### config.mk
export PLATFORM = sky130hd
export DESIGN_NAME = line_loss_detect_and_pulse_shaper
export DESIGN_NICKNAME = d
export VERILOG_FILES = /design/src/logic/line_loss_pkg.sv /design/src/logic/line_loss_detect_and_pulse_shaper.sv /design/src/logic/pulse_rom.sv
export VERILOG_INCLUDE_DIRS = /design/src /design/src/logic
export SDC_FILE = /design/constraint.sdc
export NUM_CORES = 1
export LEC_CHECK = 0
export ABC_AREA = 1
export BUFFER_PORTS_ARGS = -buffer_cell sky130_fd_sc_hd__buf_2
export CAP_MARGIN = 10
export CORE_ASPECT_RATIO = 0.5
export CORE_MARGIN = 2
export CORE_UTILIZATION = 40
export CTS_CLUSTER_SIZE = 10
export DETAILED_ROUTE_END_ITERATION = 12
export SYNTH_ARGS = -nofsm -noshare
export SYNTH_HDL_FRONTEND = slang
export SYNTH_SLANG_ARGS = --single-unit
### constraint.sdc
create_clock -name clk -period 1.7 [get_ports clk]
set_input_delay 0.255 -clock clk [delete_from_list [all_inputs] [get_ports clk]]
set_output_delay 0.255 -clock clk [all_outputs]
set_load 0.02 [all_outputs]
### src/logic/line_loss_cfg.svh
// offsets, fields, reset values and timing counts of the line loss block
`ifndef LINE_LOSS_CFG_SVH
`define LINE_LOSS_CFG_SVH

// register indices; byte address is four times the index
`define IDX_RX_CONTROL      6'h10
`define IDX_TX_LINE_CONTROL 6'h11
`define IDX_MANUAL_GAIN     6'h12
`define IDX_LINE_STATUS     6'h13
`define IDX_IRQ_STATUS      6'h14
`define IDX_IRQ_MASK        6'h15
`define IDX_CUSTOM_LEVEL_0  6'h1c
`define IDX_CUSTOM_LEVEL_3  6'h1f

// rx control fields
`define RXC_E1_MODE       0
`define RXC_AUTO_GAIN     1
`define RXC_THRESH_40DB   2
`define RXC_ZERO_192      3
`define RXC_PIN_ON_LOSS   4
`define RXC_PIN_ON_FRAME  5
`define RXC_RESET         8'h00

// tx line control fields
`define TXC_BUILDOUT_LSB  0
`define TXC_BUILDOUT_MSB  2
`define TXC_CUSTOM        3
`define TXC_RESET         8'h00

// interrupt status bits
`define IRQ_LOSS_SET      0
`define IRQ_LOSS_CLEAR    1
`define IRQ_FRAME_LOST    2
`define IRQ_WIDTH         3

// timing
`define ANALOG_LOSS_TIME_US 1000
`define CLK_MHZ             250
`define ZERO_LIMIT_E1_LOW   32
`define ZERO_LIMIT_E1_HIGH  192
`define ZERO_LIMIT_T1       192
`define GAIN_WIDTH          4
`define GAIN_RESET          4'h0
`define TX_PHASES           4
`define TX_CLK_DIV          4
`define GAIN_STEP_DIV       1024

`endif

### src/logic/line_loss_pkg.sv
// types shared by the line loss and pulse shaping block
package line_loss_pkg;
    typedef enum logic [0:0] {TX_IDLE, TX_SHAPE} tx_state_e;
    typedef logic [7:0] level_t;
    typedef logic [5:0] rom_addr_t;
endpackage : line_loss_pkg

### src/logic/line_loss_detect_and_pulse_shaper.sv
// receive loss detection, gain control, bit sampling and transmit pulse shaping
// How it works
// - level below selected analog threshold for 1 ms sets the loss flag
// - consecutive zeros beyond threshold set the loss flag; e1 picks 32 or 192
// - e1 analog threshold selects between -20 dB and -40 dB comparator
// - loss pin asserts on any chosen mix of signal loss and frame loss
// - equaliser gain comes from software or steps automatically from peak detectors
// - recovered line clock rising edge samples the data comparator output
// - each pulse reads level codes from rom at a fast rate into the dac
// - custom bit of tx line control selects custom level registers over rom
// - custom register values drive the dac code directly
// - three build-out bits select pulse shaping for t1 cable length or attenuation
// - build-out bits reset to zero
//
// Design decision made here: register access over APB.
`timescale 1ns/1ps
`default_nettype none
`include "line_loss_cfg.svh"
module line_loss_detect_and_pulse_shaper #(
    parameter int unsigned ANALOG_LOSS_CYCLES = `ANALOG_LOSS_TIME_US * `CLK_MHZ,
    parameter int unsigned TX_CLK_DIV         = `TX_CLK_DIV,
    parameter int unsigned GAIN_STEP_DIV      = `GAIN_STEP_DIV
) (
    input  wire logic                   clk,
    input  wire logic                   rst_n,
    input  wire logic                   psel,
    input  wire logic                   penable,
    input  wire logic                   pwrite,
    input  wire logic [7:0]             paddr,
    input  wire logic [31:0]            pwdata,
    output      logic [31:0]            prdata,
    output      logic                   pready,
    output      logic                   pslverr,
    output      logic                   irq,
    input  wire logic                   belowThresh20,
    input  wire logic                   belowThresh40,
    input  wire logic                   peakHigh,
    input  wire logic                   peakLow,
    input  wire logic                   recoveredClk,
    input  wire logic                   dataComparator,
    input  wire logic                   frameSyncLost,
    output      logic [`GAIN_WIDTH-1:0] eqGain,
    output      logic                   rxBit,
    output      logic                   rxBitValid,
    output      logic                   loss_indicator_pin,
    input  wire logic                   txMark,
    input  wire logic                   txPolarity,
    output      logic                   txReady,
    output      line_loss_pkg::level_t  dacCode,
    output      logic                   tx_line_positive,
    output      logic                   tx_line_negative
);
    // pin synchronisers
    logic [5:0] syncA_reg;
    logic [5:0] syncB_reg;
    logic       clkSeen_reg;
    always_ff @(posedge clk or negedge rst_n) begin
        if (!rst_n) begin
            syncA_reg   <= 6'h00;
            syncB_reg   <= 6'h00;
            clkSeen_reg <= 1'b0;
        end else begin
            syncA_reg   <= {belowThresh20, belowThresh40, peakHigh, peakLow,
                            recoveredClk, dataComparator};
            syncB_reg   <= syncA_reg;
            clkSeen_reg <= syncB_reg[1];
        end
    end
    logic below20S, below40S, peakHighS, peakLowS, rxClkS, rxDataS;
    assign {below20S, below40S, peakHighS, peakLowS, rxClkS, rxDataS} = syncB_reg;

    // register file
    logic [7:0]               rxControl_reg,   rxControl_next;
    logic [7:0]               txControl_reg,   txControl_next;
    logic [`GAIN_WIDTH-1:0]   manualGain_reg,  manualGain_next;
    logic [`IRQ_WIDTH-1:0]    irqStatus_reg,   irqStatus_next;
    logic [`IRQ_WIDTH-1:0]    irqMask_reg,     irqMask_next;
    line_loss_pkg::level_t    custom_reg [4];
    line_loss_pkg::level_t    custom_next [4];
    logic [31:0]              prdata_reg,      prdata_next;
    logic [`IRQ_WIDTH-1:0]    irqEvents;
    logic                     lineLost;

    logic [5:0] regIdx;
    logic       aligned;
    logic       mapped;
    logic       setupPhase;
    logic       writeDone;
    assign regIdx     = paddr[7:2];
    assign aligned    = (paddr[1:0] == 2'h0);
    assign mapped     = aligned && ((regIdx >= `IDX_RX_CONTROL && regIdx <= `IDX_IRQ_MASK) ||
                        (regIdx >= `IDX_CUSTOM_LEVEL_0 && regIdx <= `IDX_CUSTOM_LEVEL_3));
    assign setupPhase = psel && !penable;
    assign writeDone  = psel && penable && pwrite && mapped;

    // zero wait states: read data is captured in the setup cycle
    assign pready  = 1'b1;
    assign pslverr = psel && penable && !mapped;

    always_comb begin
        rxControl_next  = rxControl_reg;
        txControl_next  = txControl_reg;
        manualGain_next = manualGain_reg;
        irqMask_next    = irqMask_reg;
        irqStatus_next  = irqStatus_reg;
        prdata_next     = prdata_reg;
        for (int i = 0; i < 4; i++) begin
            custom_next[i] = custom_reg[i];
        end
        if (writeDone) begin
            case (regIdx)
                `IDX_RX_CONTROL:      rxControl_next  = pwdata[7:0];
                `IDX_TX_LINE_CONTROL: txControl_next  = pwdata[7:0];
                `IDX_MANUAL_GAIN:     manualGain_next = pwdata[`GAIN_WIDTH-1:0];
                `IDX_IRQ_STATUS:      irqStatus_next  = irqStatus_reg & ~pwdata[`IRQ_WIDTH-1:0];
                `IDX_IRQ_MASK:        irqMask_next    = pwdata[`IRQ_WIDTH-1:0];
                default: begin
                    if (regIdx >= `IDX_CUSTOM_LEVEL_0) begin
                        custom_next[regIdx[1:0]] = pwdata[7:0];
                    end
                end
            endcase
        end
        // an event in the clearing cycle survives
        irqStatus_next = irqStatus_next | irqEvents;
        if (setupPhase && !pwrite) begin
            prdata_next = 32'h0000_0000;
            case (regIdx)
                `IDX_RX_CONTROL:      prdata_next[7:0] = rxControl_reg;
                `IDX_TX_LINE_CONTROL: prdata_next[7:0] = txControl_reg;
                `IDX_MANUAL_GAIN:     prdata_next[`GAIN_WIDTH-1:0] = manualGain_reg;
                `IDX_LINE_STATUS:     prdata_next[`GAIN_WIDTH+1:0] =
                                          {eqGain, frameSyncLost, lineLost};
                `IDX_IRQ_STATUS:      prdata_next[`IRQ_WIDTH-1:0] = irqStatus_reg;
                `IDX_IRQ_MASK:        prdata_next[`IRQ_WIDTH-1:0] = irqMask_reg;
                default: begin
                    if (regIdx >= `IDX_CUSTOM_LEVEL_0 && regIdx <= `IDX_CUSTOM_LEVEL_3) begin
                        prdata_next[7:0] = custom_reg[regIdx[1:0]];
                    end
                end
            endcase
            if (!aligned) begin
                prdata_next = 32'h0000_0000;
            end
        end
    end

    always_ff @(posedge clk or negedge rst_n) begin
        if (!rst_n) begin
            rxControl_reg  <= `RXC_RESET;
            txControl_reg  <= `TXC_RESET;
            manualGain_reg <= `GAIN_RESET;
            irqStatus_reg  <= '0;
            irqMask_reg    <= '0;
            prdata_reg     <= 32'h0000_0000;
            for (int i = 0; i < 4; i++) begin
                custom_reg[i] <= 8'h00;
            end
        end else begin
            rxControl_reg  <= rxControl_next;
            txControl_reg  <= txControl_next;
            manualGain_reg <= manualGain_next;
            irqStatus_reg  <= irqStatus_next;
            irqMask_reg    <= irqMask_next;
            prdata_reg     <= prdata_next;
            for (int i = 0; i < 4; i++) begin
                custom_reg[i] <= custom_next[i];
            end
        end
    end
    assign prdata = prdata_reg;
    assign irq    = |(irqStatus_reg & irqMask_reg);

    // receive side
    localparam int unsigned AW = $clog2(ANALOG_LOSS_CYCLES + 1);
    localparam int unsigned GW = $clog2(GAIN_STEP_DIV + 1);
    logic [AW-1:0]          lowCount_reg,   lowCount_next;
    logic [7:0]             zeroCount_reg,  zeroCount_next;
    logic [GW-1:0]          gainTick_reg,   gainTick_next;
    logic [`GAIN_WIDTH-1:0] autoGain_reg,   autoGain_next;
    logic                   analogLost_reg, analogLost_next;
    logic                   zeroLost_reg,   zeroLost_next;
    logic                   rxBit_reg,      rxBit_next;
    logic                   rxValid_reg,    rxValid_next;
    logic                   lineLost_reg;
    logic                   frameLost_reg;
    logic                   isE1;
    logic                   belowSel;
    logic [7:0]             zeroLimit;
    logic                   rxEdge;

    assign isE1     = rxControl_reg[`RXC_E1_MODE];
    // t1 uses the -20 dB comparator only
    assign belowSel = (isE1 && rxControl_reg[`RXC_THRESH_40DB]) ? below40S : below20S;
    assign zeroLimit = !isE1 ? 8'(`ZERO_LIMIT_T1) :
                       rxControl_reg[`RXC_ZERO_192] ? 8'(`ZERO_LIMIT_E1_HIGH) :
                                                      8'(`ZERO_LIMIT_E1_LOW);
    assign rxEdge   = rxClkS && !clkSeen_reg;

    always_comb begin
        lowCount_next   = lowCount_reg;
        analogLost_next = analogLost_reg;
        zeroCount_next  = zeroCount_reg;
        zeroLost_next   = zeroLost_reg;
        gainTick_next   = gainTick_reg + GW'(1);
        autoGain_next   = autoGain_reg;
        rxBit_next      = rxBit_reg;
        rxValid_next    = 1'b0;
        // one good sample ends the analog timeout at once
        if (!belowSel) begin
            lowCount_next   = '0;
            analogLost_next = 1'b0;
        end else if (lowCount_reg >= AW'(ANALOG_LOSS_CYCLES - 1)) begin
            analogLost_next = 1'b1;
        end else begin
            lowCount_next = lowCount_reg + AW'(1);
        end
        if (rxEdge) begin
            rxBit_next   = rxDataS;
            rxValid_next = 1'b1;
            if (rxDataS) begin
                zeroCount_next = 8'h00;
                zeroLost_next  = 1'b0;
            end else begin
                // saturates so a long silence keeps the flag up
                if (zeroCount_reg != 8'hff) begin
                    zeroCount_next = zeroCount_reg + 8'h01;
                end
                if (zeroCount_reg >= zeroLimit) begin
                    zeroLost_next = 1'b1;
                end
            end
        end
        // slow stepping keeps the gain loop from chasing single pulses
        if (gainTick_reg >= GW'(GAIN_STEP_DIV - 1)) begin
            gainTick_next = '0;
            if (peakHighS && autoGain_reg != '0) begin
                autoGain_next = autoGain_reg - (`GAIN_WIDTH)'(1);
            end else if (peakLowS && autoGain_reg != '1) begin
                autoGain_next = autoGain_reg + (`GAIN_WIDTH)'(1);
            end
        end
    end

    always_ff @(posedge clk or negedge rst_n) begin
        if (!rst_n) begin
            lowCount_reg   <= '0;
            analogLost_reg <= 1'b0;
            zeroCount_reg  <= 8'h00;
            zeroLost_reg   <= 1'b0;
            gainTick_reg   <= '0;
            autoGain_reg   <= `GAIN_RESET;
            rxBit_reg      <= 1'b0;
            rxValid_reg    <= 1'b0;
            lineLost_reg   <= 1'b0;
            frameLost_reg  <= 1'b0;
        end else begin
            lowCount_reg   <= lowCount_next;
            analogLost_reg <= analogLost_next;
            zeroCount_reg  <= zeroCount_next;
            zeroLost_reg   <= zeroLost_next;
            gainTick_reg   <= gainTick_next;
            autoGain_reg   <= autoGain_next;
            rxBit_reg      <= rxBit_next;
            rxValid_reg    <= rxValid_next;
            lineLost_reg   <= lineLost;
            frameLost_reg  <= frameSyncLost;
        end
    end

    assign lineLost   = analogLost_reg || zeroLost_reg;
    assign rxBit      = rxBit_reg;
    assign rxBitValid = rxValid_reg;
    assign eqGain     = rxControl_reg[`RXC_AUTO_GAIN] ? autoGain_reg : manualGain_reg;
    assign loss_indicator_pin = (rxControl_reg[`RXC_PIN_ON_LOSS]  && lineLost) ||
                                (rxControl_reg[`RXC_PIN_ON_FRAME] && frameSyncLost);
    assign irqEvents[`IRQ_LOSS_SET]   = lineLost && !lineLost_reg;
    assign irqEvents[`IRQ_LOSS_CLEAR] = !lineLost && lineLost_reg;
    assign irqEvents[`IRQ_FRAME_LOST] = frameSyncLost && !frameLost_reg;

    // transmit side
    localparam int unsigned DW = $clog2(TX_CLK_DIV + 1);
    line_loss_pkg::tx_state_e txState_reg, txState_next;
    logic [DW-1:0]            txDiv_reg,   txDiv_next;
    logic [1:0]               phase_reg,   phase_next;
    logic                     pol_reg,     pol_next;
    line_loss_pkg::level_t    dac_reg,     dac_next;
    logic                     pos_reg,     pos_next;
    logic                     neg_reg,     neg_next;
    line_loss_pkg::level_t    romData;
    logic                     fastTick;

    assign fastTick = (txDiv_reg >= DW'(TX_CLK_DIV - 1));

    // rom is read every cycle; phase holds for the divider period so data has settled
    pulse_rom u_rom (
        .clk  (clk),
        .addr ({isE1, txControl_reg[`TXC_BUILDOUT_MSB:`TXC_BUILDOUT_LSB], phase_reg}),
        .data (romData)
    );

    always_comb begin
        txState_next = txState_reg;
        txDiv_next   = fastTick ? '0 : txDiv_reg + DW'(1);
        phase_next   = phase_reg;
        pol_next     = pol_reg;
        dac_next     = dac_reg;
        pos_next     = pos_reg;
        neg_next     = neg_reg;
        case (txState_reg)
            line_loss_pkg::TX_IDLE: begin
                if (txMark) begin
                    txState_next = line_loss_pkg::TX_SHAPE;
                    pol_next     = txPolarity;
                    phase_next   = 2'h0;
                    txDiv_next   = '0;
                end
            end
            line_loss_pkg::TX_SHAPE: begin
                if (fastTick) begin
                    dac_next = txControl_reg[`TXC_CUSTOM] ? custom_reg[phase_reg]
                                                          : romData;
                    pos_next = !pol_reg;
                    neg_next = pol_reg;
                    if (phase_reg == 2'(`TX_PHASES - 1)) begin
                        txState_next = line_loss_pkg::TX_IDLE;
                    end else begin
                        phase_next = phase_reg + 2'h1;
                    end
                end
            end
            default: txState_next = line_loss_pkg::TX_IDLE;
        endcase
        // drivers fall quiet once the last level has been held one slot
        if (txReady && fastTick && !txMark) begin
            dac_next = 8'h00;
            pos_next = 1'b0;
            neg_next = 1'b0;
        end
    end

    always_ff @(posedge clk or negedge rst_n) begin
        if (!rst_n) begin
            txState_reg <= line_loss_pkg::TX_IDLE;
            txDiv_reg   <= '0;
            phase_reg   <= 2'h0;
            pol_reg     <= 1'b0;
            dac_reg     <= 8'h00;
            pos_reg     <= 1'b0;
            neg_reg     <= 1'b0;
        end else begin
            txState_reg <= txState_next;
            txDiv_reg   <= txDiv_next;
            phase_reg   <= phase_next;
            pol_reg     <= pol_next;
            dac_reg     <= dac_next;
            pos_reg     <= pos_next;
            neg_reg     <= neg_next;
        end
    end

    assign txReady          = (txState_reg == line_loss_pkg::TX_IDLE);
    assign dacCode          = dac_reg;
    assign tx_line_positive = pos_reg;
    assign tx_line_negative = neg_reg;
endmodule : line_loss_detect_and_pulse_shaper
`default_nettype wire

### src/logic/pulse_rom.sv
// pulse shape rom: level code per mode, build-out and phase, registered read
`timescale 1ns/1ps
`default_nettype none
module pulse_rom (
    input  wire logic                    clk,
    input  wire line_loss_pkg::rom_addr_t addr,
    output      line_loss_pkg::level_t   data
);
    line_loss_pkg::level_t table_mem [0:63];
    line_loss_pkg::level_t data_reg;

    // base level per phase, lowered by build-out; flatter e1 top
    function automatic line_loss_pkg::level_t shape(input logic [5:0] a);
        logic [7:0] base;
        base = 8'h00;
        case (a[1:0])
            2'h0:    base = a[5] ? 8'h70 : 8'h60;
            2'h1:    base = 8'h7f;
            2'h2:    base = a[5] ? 8'h70 : 8'h48;
            default: base = 8'h10;
        endcase
        return base - {2'h0, a[4:2], 3'h0};
    endfunction : shape

    generate
        for (genvar i = 0; i < 64; i++) begin : g_fill
            assign table_mem[i] = shape(6'(i));
        end
    endgenerate

    always_ff @(posedge clk) begin
        data_reg <= table_mem[addr];
    end
    assign data = data_reg;
endmodule : pulse_rom
`default_nettype wire

==> results of run 1 <==
## final timing paths
check / end / slack, ns / start / cells past startpoint
min in group asynchronous: lowCount_reg[4] / 0.31 / rst_n / 2
worst max register to register: autoGain_reg[3] / 0.07 / autoGain_reg[2] / 12
worst min register to register: syncB_reg[4] / 0.35 / syncA_reg[4] / 0
worst min-delay path: pol_reg / 0.05 / txPolarity / 3
worst max-delay path: loss_indicator_pin / 0.03 / frameSyncLost / 5
max in group asynchronous: syncB_reg[3] / 0.80 / rst_n / 3
## metal layers
| metal | wire length [um] | part of all wire |
|---|---|---|
| met5 | 13 | 0.00059 |
| met4 | 545 | 0.025 |
| met3 | 1222 | 0.055 |
| met2 | 9952 | 0.45 |
| met1 | 10410 | 0.47 |
## where the power goes
part / switching, mW / leakage [nW] / internal [mW]
Sequential: 0.191 / 1.74 / 3.90
Combinational: 1.59 / 2.86 / 0.958
Clock: 1.55 / 0.308 / 2.69
## logic make-up (layout without fill, tap and decap cells)
group                      Yosys count  count (layout)  share of synthesized area
adders and majority gates           19              19                    0.02966
and+or+nand+nor                    530             530                     0.2777
buffers and inverters              183             289                    0.09759
AOI/OAI and AO/OA                  185             185                     0.1289
xor gates and xnor gates            17              17                    0.01801
DFF                                149             149                     0.4473
other                                2              27                  0.0009082
## metrics by stage
stage                     total power, mW  cell area, um2  instances  hold slack (ns)  setup TNS [ns]
final                               10.88           10110       1489          0.05333               0
after global routing                11.49           10100       1488          0.07534         -0.1155
after CTS                           10.85           10030       1484          0.04110               0
after detailed placement            6.575            9279       1444           0.1894          -2.559
after global placement              6.521            9279       1444           0.1893          -2.393
after floorplan                     5.662            8359       1109         -0.04059               0
## placed cells by master (no fill, tap or decap), drive strengths merged, types with 2 or more instances in the layout
master and count:
a21boi 3, a21oi 32, a31oi 2, buf 126, bufinv 5, clkbuf 20, clkinv 4, clkinvlp 6
conb 26, dfrtp 143, dfxtp 6, dlygate4sd3 8, ha 18, inv 120, nand2 285, nand3 100
nand3b 11, nand4 14, nor2 102, nor3 11, nor3b 3, o211ai 8, o21ai 98, o21bai 34
o22ai 2, xnor2 2, xor2 15
## final cells by class
cell class                 instances  area [um2]
antenna                            1       2.502
clock buffer                      20       456.7
clock inverter                    12       202.7
fill                            1962       10310
inverter                         123       469.2
multi-input combinational        777        3906
sequential                       149        3701
tap                              273       341.6
timing repair buffer             134        1027
## tightest hold or removal path: cells and delay by family
kind | cells | cell delay, ns
buffers and inverters | 1 | 0.08
AO/OA/AOI/OAI | 1 | 0.07
AND/OR/NAND/NOR | 1 | 0.04
## timing repair
action / in CTS / in global routing
resized for setup: 8 / 20
setup buffers: 0 / 4
hold buffers: 8 / 0
endpoints found under the setup margin: 19 / 40
pin swaps: 0 / 6
endpoints found under the hold margin: 40 / 0
==> summary.md, run 1 <==
| Metric | Value |
|---|---|
| Status | finished clean |
| DRC Markers | 0 |
| Prevailing post-synth register cell | dfrtp_1 |
| Pwr/cell area | between 1000 and 1500 mW/mm2 |
| Static leakage | 4.905 nW |
| CP max-delay cell | dlygate4sd3_1 |
| Slew headroom | 0.6595 |
| Endpoint type of the worst setup path | output port |
| Yosys warning count | 0 |
| Final hold vios | 0 |
| Avg Inst Size Synth | 7.621 um2 |
| Wirelength per Cell | 14.87 um |
| RD Place Congestion | ~0.95 |
| Post-detail-place hpwl | 15690 um |
| FFs w/ async S/R, synth | 0.9597 |
| Clk pin slew, worst setup/hold paths | 0.06 ns |
| Die height | 105.7 um |
| Share of cells above drive strength 1 | 0.1646 |
| Final wirelength | 22150 um |
| MaxCap Viol Count | 0 |
| Largest register FFs | 32 |
| Crit share post-route | 0.9805 |
| Largest net degree at the start of global routing | 51 |
| Clk_skew | 0.01158 ns |
| Kind of cell adding the most delay to the critical path | buffers and inverters |
| Htree depth | 4 |
| Mapped Area | 0.008269 mm2 |
| Layout Nets | 1275 |
| Final Util | 0.4951 |
| First-pass GRT wire length | around 37000 um |
| Critical path launch point type | input port |
| Area grow syn2layout | 22.23% |
| Worst IR Drop VDD | 0.6763 mV |
| Total CTS buffers | 17 |
| Detailed Routing Iterations Pass 1 | 5 |
| Crit path max fanout | 4 |
| # IOs | roughly 110 |
| Busiest grt layer | met2 |
| WP buf/inv | 3 |
| Site Rows | 37 |
| Die width | 207.3 um |
| Port Buffers | between 50 and 60 |
| Routed Antenna Nets | 0 |
| Place WS | -0.2321 ns |
| GRT met3 Usage | 0.04946 |
| RSZ-0062 raised after global routing | yes |
| Crit path setup slack, layout | between 0.03 and 0.04 ns |
| Crit Path Category | in2out |
| Crit path cell chain | dlygate4sd3_1 > buf_2 > nand2_1 > o21ai_1 > buf_2 |
| Core Area | 0.02042 mm2 |
| CTS Sinks | 149 |
| Met2 Usage GRT | 0.3329 |
| Clk Tree Root Cell | clkbuf_16 |
| Max Freq | around 0.60 GHz |
| Count leader, synth | nand2_1 |
| Min-Delay Path Class | in2reg |
| Synthesized instance count | 1085 |
| Crit path largest cell delay | 0.53 ns |
| GR Util All Layers | 0.2102 |
| WP data required | approximately 1.4 ns |
| Synth top cells by count | 284 x nand2_1, 143 x dfrtp_1, 116 x inv_1, 96 x nand3_1, 95 x nor2_1 |
| Area contributors post-synth | dfrtp_1 43%, nand2_1 13%, nand3_1 5.8% |
| Met1 usage in global routing | 0.2837 |
| Data arrival, critical path | 1.41 ns |
| Initial Util | 0.4050 |
| Max-slew violation count | 0 |
| Register bit count reported by yosys | 149 |
| Clk buf depth | 2 |
| Die ar. | 0.02191 mm2 |
| Gr ovfl total | 0 |
| Vias/cell | 5.013 |
| CP most frequent cell | buf_2 |
| Post-layout minimum cycle time | 1.667 ns |
| Count of cell types in the netlist | 46 |
| Setup violators final | 0 |
| Iteration-0 DRC Markers | 504 |
| Antenna violations before repair | 2 |
| Clock Latency Late Sink | 0.43 ns |
| Top-area cell type share of the netlist area | 0.4327 |
| Vias in the first global route | approximately 7300 |
| Register area share after synthesis | 0.4473 |
| Vias post-DR | roughly 7500 |
| Post-synth EDFFs | 0 |
| Tightest Pin Transition | 0.5107 ns |
| CTS tree | yes |
| Yosys top cell by area | dfrtp_1 |
Note: power is estimated with default switching activity, not from simulation.
==> run 2, diff against run 1 <==
- clock period: 1.7 -> 2.15 ns (I/O delays scaled with it)
==> summary.md, run 2 (synthesis gave the netlist of run 1 again) <==
| Metric | Value |
|---|---|
| Status | finished clean |
| Crit path largest cell delay | 0.52 ns (about the same) |
| Max-slew violation count | 0 (unchanged) |
| Site Rows | 37 (unchanged) |
| Gr ovfl total | 0 (unchanged) |
| Die height | 105.7 um (unchanged) |
| Iteration-0 DRC Markers | 430 (-15%) |
| Clk Tree Root Cell | clkbuf_16 |
| Final hold vios | 0 (unchanged) |
| Busiest grt layer | met2 |
| Highest-count cells in the layout ignoring fill and taps | 284 x nand2_1, 143 x dfrtp_1, 116 x inv_1 |
| Hold Crit Depth | 1 (-2) |
| Area grow syn2layout | 15.33% |
| CP max-delay cell | o21ai_0 |
| Clock Latency Late Sink | 0.43 ns (about the same) |
| Post-CTS setup buffer count | 0 (unchanged) |
| Routed Antenna Nets | 0 (unchanged) |
| Crit path setup slack, layout | 0.1259 ns (+0.09270 ns) |
| Port Buffers | 57 (unchanged) |
| Die ar. | 0.02191 mm2 (unchanged) |
| MaxCap Viol Count | 0 (unchanged) |
| Vias in the first global route | 6862 (-6.0%) |
| Pwr/cell area | 841.5 mW/mm2 (-22%) |
| GR Util All Layers | 0.1989 (-0.01128) |
| GRT met3 Usage | 0.04917 (-0.0002980) |
| First-pass GRT wire length | 34490 um (-5.8%) |
| DRC Markers | 0 (unchanged) |
| WP buf/inv | 1 (-2) |
| Worst IR Drop VDD | 0.5933 mV (-12%) |
| Layout Nets | 1228 (-3.7%) |
| Endpoint type of the worst setup path | output port |
| Met1 usage in global routing | 0.2587 (-0.02494) |
| Worst reg2reg path depth | 12 (unchanged) |
| Tightest Pin Transition | 0.6737 ns (+0.1629 ns) |
| Total CTS buffers | 17 (unchanged) |
| Slew headroom | 0.5504 (-0.1091) |
| Clk buf depth | 2 (unchanged) |
| Detailed Routing Iterations Pass 1 | 5 (unchanged) |
| Static leakage | 4.618 nW (-5.9%) |
| RSZ-0062 raised after global routing | no |
| Placed Instances | 1402 (-2.9%) |
| # IOs | 107 (unchanged) |
| Antenna violations before repair | 3 (+1) |
| Post-route cell area | 0.009537 mm2 (-5.6%) |
| Largest register FFs | 32 (unchanged) |
| Setup violators final | 0 (unchanged) |
| Filler instances | 2042 (+4.1%) |
| Htree depth | 4 (unchanged) |
| TNS Setup | 0 ns (unchanged) |
| Power Total | 8.025 mW (-26%) |
| Initial Util | 0.4050 (unchanged) |
| Kind of cell adding the most delay to the critical path | compound AO/OA/AOI/OAI gates |
| Share of cells above drive strength 1 | 0.1130 (-0.05160) |
| Clk pin slew, worst setup/hold paths | 0.06 ns (about the same) |
| Fin cells | 1443 (-3.1%) |
| Post-layout minimum cycle time | 2.024 ns |
| Clk_skew | 0.01109 ns (-0.0004911 ns) |
| WP depth | 2 (-3) |
| WP data required | 1.83 ns (+0.39 ns) |
| Crit share post-route | 0.9414 |
| Met2 Usage GRT | 0.3248 (-0.008095) |
| Place WS | 0.1385 ns (+0.3705 ns) |
| Area after DPL | 0.008864 mm2 (-4.5%) |
| Crit path max fanout | 10 (+6) |
| CTS Sinks | 149 (unchanged) |
| Data arrival, critical path | 1.70 ns (+0.29 ns) |
| Min-Delay Path Class | in2reg |
| Commonest non-fill, non-tap cell in the layout | nand2_1 |
| Core Area | 0.02042 mm2 (unchanged) |
| Post-detail-place hpwl | 14850 um (-5.3%) |
| Vias post-DR | 7228 (-3.2%) |
| Crit Path Category | reg2out |
| CTS tree | yes |
| Die width | 207.3 um (unchanged) |
| Critical path launch point type | register |
| Final wirelength | 21120 um (-4.6%) |
| RD Place Congestion | 0.8503 (-10%) |
| Wirelength per Cell | 14.64 um (-1.6%) |
| Max Freq | 0.4940 GHz |
| Crit path cell chain | o21ai_0 > buf_2 |
| Largest net degree at the start of global routing | 60 (+18%) |
| Vias/cell | 5.009 (about the same) |
-- run 2: per-stage QoR --
| step | hold slack (ns) | utilization |
|---|---|---|
| 2_1_floorplan | 0.02691 | - |
| 6_report | 0.07233 | 0.4671 |
| 4_1_cts | 0.05443 | 0.4668 |
| 3_5_place_dp | 0.2590 | 0.4341 |
| 5_1_grt | 0.05292 | 0.4670 |
| 3_3_place_gp | 0.2532 | 0.4341 |
-- run 2: path summary, 6_finish.rpt --
path / startpoint / end / slack (ns)
setup / recovery: rxControl_reg[1] / eqGain[1] / 0.13
hold / removal: frameSyncLost / frameLost_reg / 0.07
setup reg to reg: autoGain_reg[0] / autoGain_reg[3] / 0.24
hold reg to reg: syncA_reg[0] / syncB_reg[0] / 0.35
max in group asynchronous: rst_n / syncA_reg[3] / 1.15
min in group asynchronous: rst_n / lowCount_reg[2] / 0.37
-- run 2: worst reg2reg max path, delay by kind of cell (launching register included) --
family / cells / cell delay [ns]
simple gates: 6 / 0.45
flops: 1 / 0.42
compound gates: 2 / 0.34
buf+inv: 3 / 0.29
fa+ha+maj: 1 / 0.28
-- run 2: layout make-up --
cell class                      count  area, um2  area share
Clock buffer                       23      467.9     0.04907
Timing Repair Buffer               87      571.8     0.05996
Tap cell                          273      341.6     0.03582
Sequential cell                   149       3699      0.3878
Multi-Input combinational cell    777       3862      0.4050
Antenna cell                        2      5.005   0.0005248
Inverter                          123      461.7     0.04841
Clock inverter                      9      127.6     0.01338
-- run 2: power breakdown --
part           switching [mW]  internal [mW]
combinational            1.15          0.568
clock                    1.17           1.88
sequential              0.169           3.09
total                    2.49           5.54
-- run 2: timing repair --
| item | in CTS | in global routing |
|---|---|---|
| resized for setup | 0 | 1 |
| hold endpoints to repair | 43 | 0 |
| hold buffers | 7 | 0 |
| endpoints found under the setup margin | 0 | 14 |
-- run 2: routing by layer --
layer  part of all wire  routed length (um)
met1               0.47                9853
met5            0.00057                  12
met2               0.46                9784
met4              0.018                 390
met3              0.051                1083
==> run 3, diff against run 2 <==
- ABC_CLOCK_PERIOD_IN_PS: unset -> 2150
- CORE_UTILIZATION: 40 -> 55
- PLACE_DENSITY: unset -> 0.76
==> summary.md, run 3 (synthesis gave the netlist of run 1 again) <==
| Metric | Value |
|---|---|
| Final wirelength | 21210 um (+0.42%) |
| Layout Nets | 1224 (-0.33%) |
| Min-Delay Path Class | in2reg |
| Max-slew violation count | 0 (unchanged) |
| Die ar. | 0.01609 mm2 (-27%) |
| Post-layout minimum cycle time | 2.079 ns (+0.05485 ns) |
| Initial Util | 0.5670 (+0.1620) |
| Site Rows | 31 (-16%) |
| Critical path launch point type | register |
| Crit share post-route | 0.9670 (+0.02551) |
| Share of cells above drive strength 1 | 0.1134 (+0.0003884) |
| Core Area | 0.01458 mm2 (-29%) |
| Clk Tree Root Cell | clkbuf_16 |
| Setup violators final | 0 (unchanged) |
| WP buf/inv | 1 (unchanged) |
| Max Freq | 0.4810 GHz (-2.6%) |
| Worst reg2reg path depth | 6 (-6) |
| Data arrival, critical path | 2.39 ns (+0.69 ns) |
| Worst R2R End | dacCode[3] |
| Clk_skew | 0.01248 ns (+0.001387 ns) |
| Area grow syn2layout | 13.88% |
| Pwr/cell area | 860.7 mW/mm2 (+2.3%) |
| Post-detail-place hpwl | 14270 um (-4.0%) |
| Clock Latency Late Sink | 0.43 ns (about the same) |
| Crit Path Category | reg2reg |
| Largest net degree at the start of global routing | 60 (unchanged) |
| CTS Sinks | 149 (unchanged) |
| Antenna violations before repair | 2 (-1) |
| Detailed Routing Iterations Pass 1 | 6 (+1) |
| Endpoint type of the worst setup path | register |
| CP max-delay cell | inv_1 |
| Worst IR Drop VDD | 0.4882 mV (-18%) |
| Die width | 177.4 um (-14%) |
| GR Util All Layers | 0.2806 (+0.08169) |
| TNS Setup | 0 ns (unchanged) |
| Largest register FFs | 32 (unchanged) |
| Static leakage | 4.611 nW (-0.16%) |
| Crit path largest cell delay | 0.53 ns (about the same) |
| Final hold vios | 0 (unchanged) |
| Port Buffers | 57 (unchanged) |
| Setup slack, reg-to-reg | 0.07 ns (-0.17 ns) |
| Crit path setup slack, layout | 0.07105 ns (-0.05485 ns) |
| Crit path max fanout | 19 (+9) |
| WP depth | 6 (+4) |
| HP Start | frameSyncLost |
| WP data required | 2.46 ns (+0.63 ns) |
| Iteration-0 DRC Markers | 665 (+55%) |
| Routed Antenna Nets | 0 (unchanged) |
| Vias in the first global route | 7308 (+6.5%) |
| # IOs | 107 (unchanged) |
| Worst Setup SP | phase_reg[1] |
| DRC Markers | 0 (unchanged) |
| Hold EP | frameLost_reg |
| Wirelength per Cell | 15.55 um (+6.2%) |
| Crit path cell chain | inv_1 > o21ai_0 > o21ai_0 > nand2_1 > o211ai_1 > nand2_1 |
| R2r startpoint | phase_reg[1] |
| Gr ovfl total | 0 (unchanged) |
| Commonest non-fill, non-tap cell in the layout | nand2_1 |
| Place WS | 0.1176 ns (-0.02084 ns) |
| Power Total | 8.105 mW (+1.0%) |
| Tightest Pin Transition | 0.6537 ns (-0.01993 ns) |
| First-pass GRT wire length | 35690 um (+3.5%) |
| Vias/cell | 5.504 (+9.9%) |
| RSZ-0062 raised after global routing | no |
| Hold Crit Depth | 1 (unchanged) |
| Status | finished clean |
| Total CTS buffers | 17 (unchanged) |
| Clk pin slew, worst setup/hold paths | 0.07 ns (about the same) |
| Post-CTS setup buffer count | 0 (unchanged) |
| Kind of cell adding the most delay to the critical path | compound AO/OA/AOI/OAI gates |
| Min Hold Slack | 0.06223 ns (-0.01010 ns) |
| Slew headroom | 0.5637 (+0.01330) |
| Vias post-DR | 7507 (+3.9%) |
| Clk buf depth | 2 (unchanged) |
| Final Util | 0.6457 (+0.1786) |
| Highest-count cells in the layout ignoring fill and taps | 284 x nand2_1, 143 x dfrtp_1, 116 x inv_1 |
| CTS tree | yes |
| Die height | 90.71 um (-14%) |
| RD Place Congestion | 0.9254 (+8.8%) |
| Htree depth | 4 (unchanged) |
| MaxCap Viol Count | 0 (unchanged) |
## run 3: cell types whose count changed in the layout (fill, tap and decap cells not counted), sizes merged
cell and change:
inv +8, clkinv +1, clkinvlp -2, bufinv -1, clkbuf -6, buf -4
## run 3: how the worst max path moves through the flow
stage	to	slack (ns)
final	dacCode[3]	0.07
after global routing	dacCode[3]	0.01
after CTS	lowCount_reg[13]	0.07
after detailed placement	lowCount_reg[6]	0.12
after global placement	lowCount_reg[13]	0.14
after floorplan	autoGain_reg[3]	0.46
## run 3: report_power, final
part           switching, mW  total [mW]  internal (mW)  leakage (nW)
sequential             0.191        3.28           3.08          1.74
clock                   1.34        3.11           1.77         0.299
combinational           1.16        1.72          0.560          2.57
total                   2.69        8.10           5.41          4.61
## run 3: area by class of cell
cell class	instances	area (um2)
multi-input cells	777	3862
well taps	198	247.7
repair buffers	83	529.3
flip-flops and latches	149	3699
clock inverters	15	186.4
fillers	1234	5167
clock buffers	17	425.4
inverters	123	461.7
diodes	2	5.005
## run 3: worst reg2reg max path, stage by stage, from the launching register on
cell,delay (ns)
dfrtp_1,0.48
inv_1,0.54
o21ai_0,0.21
o21ai_0,0.47
nand2_1,0.10
o211ai_1,0.10
nand2_1,0.07
## run 3: what timing repair did
action,4_1_cts,5_1_grt
setup endpoints to repair,0,14
hold buffers,5,2
endpoints found under the hold margin,40,2
gates resized for setup,0,1
## run 3: per-layer routing
layer,vias up,global-route usage,routed length (um)
li1,3595,-,-
met1,3539,0.3757,9162
met2,315,0.4399,9838
met3,58,0.06650,1740
met4,0,0.1141,471
met5,-,0,0
## run 3: through the flow
step / instance area, um2 / instances
floorplan: 8359 / 1109
global placement: 8727 / 1323
detailed placement: 8727 / 1323
CTS: 9389 / 1360
global route: 9414 / 1363
finish: 9417 / 1364
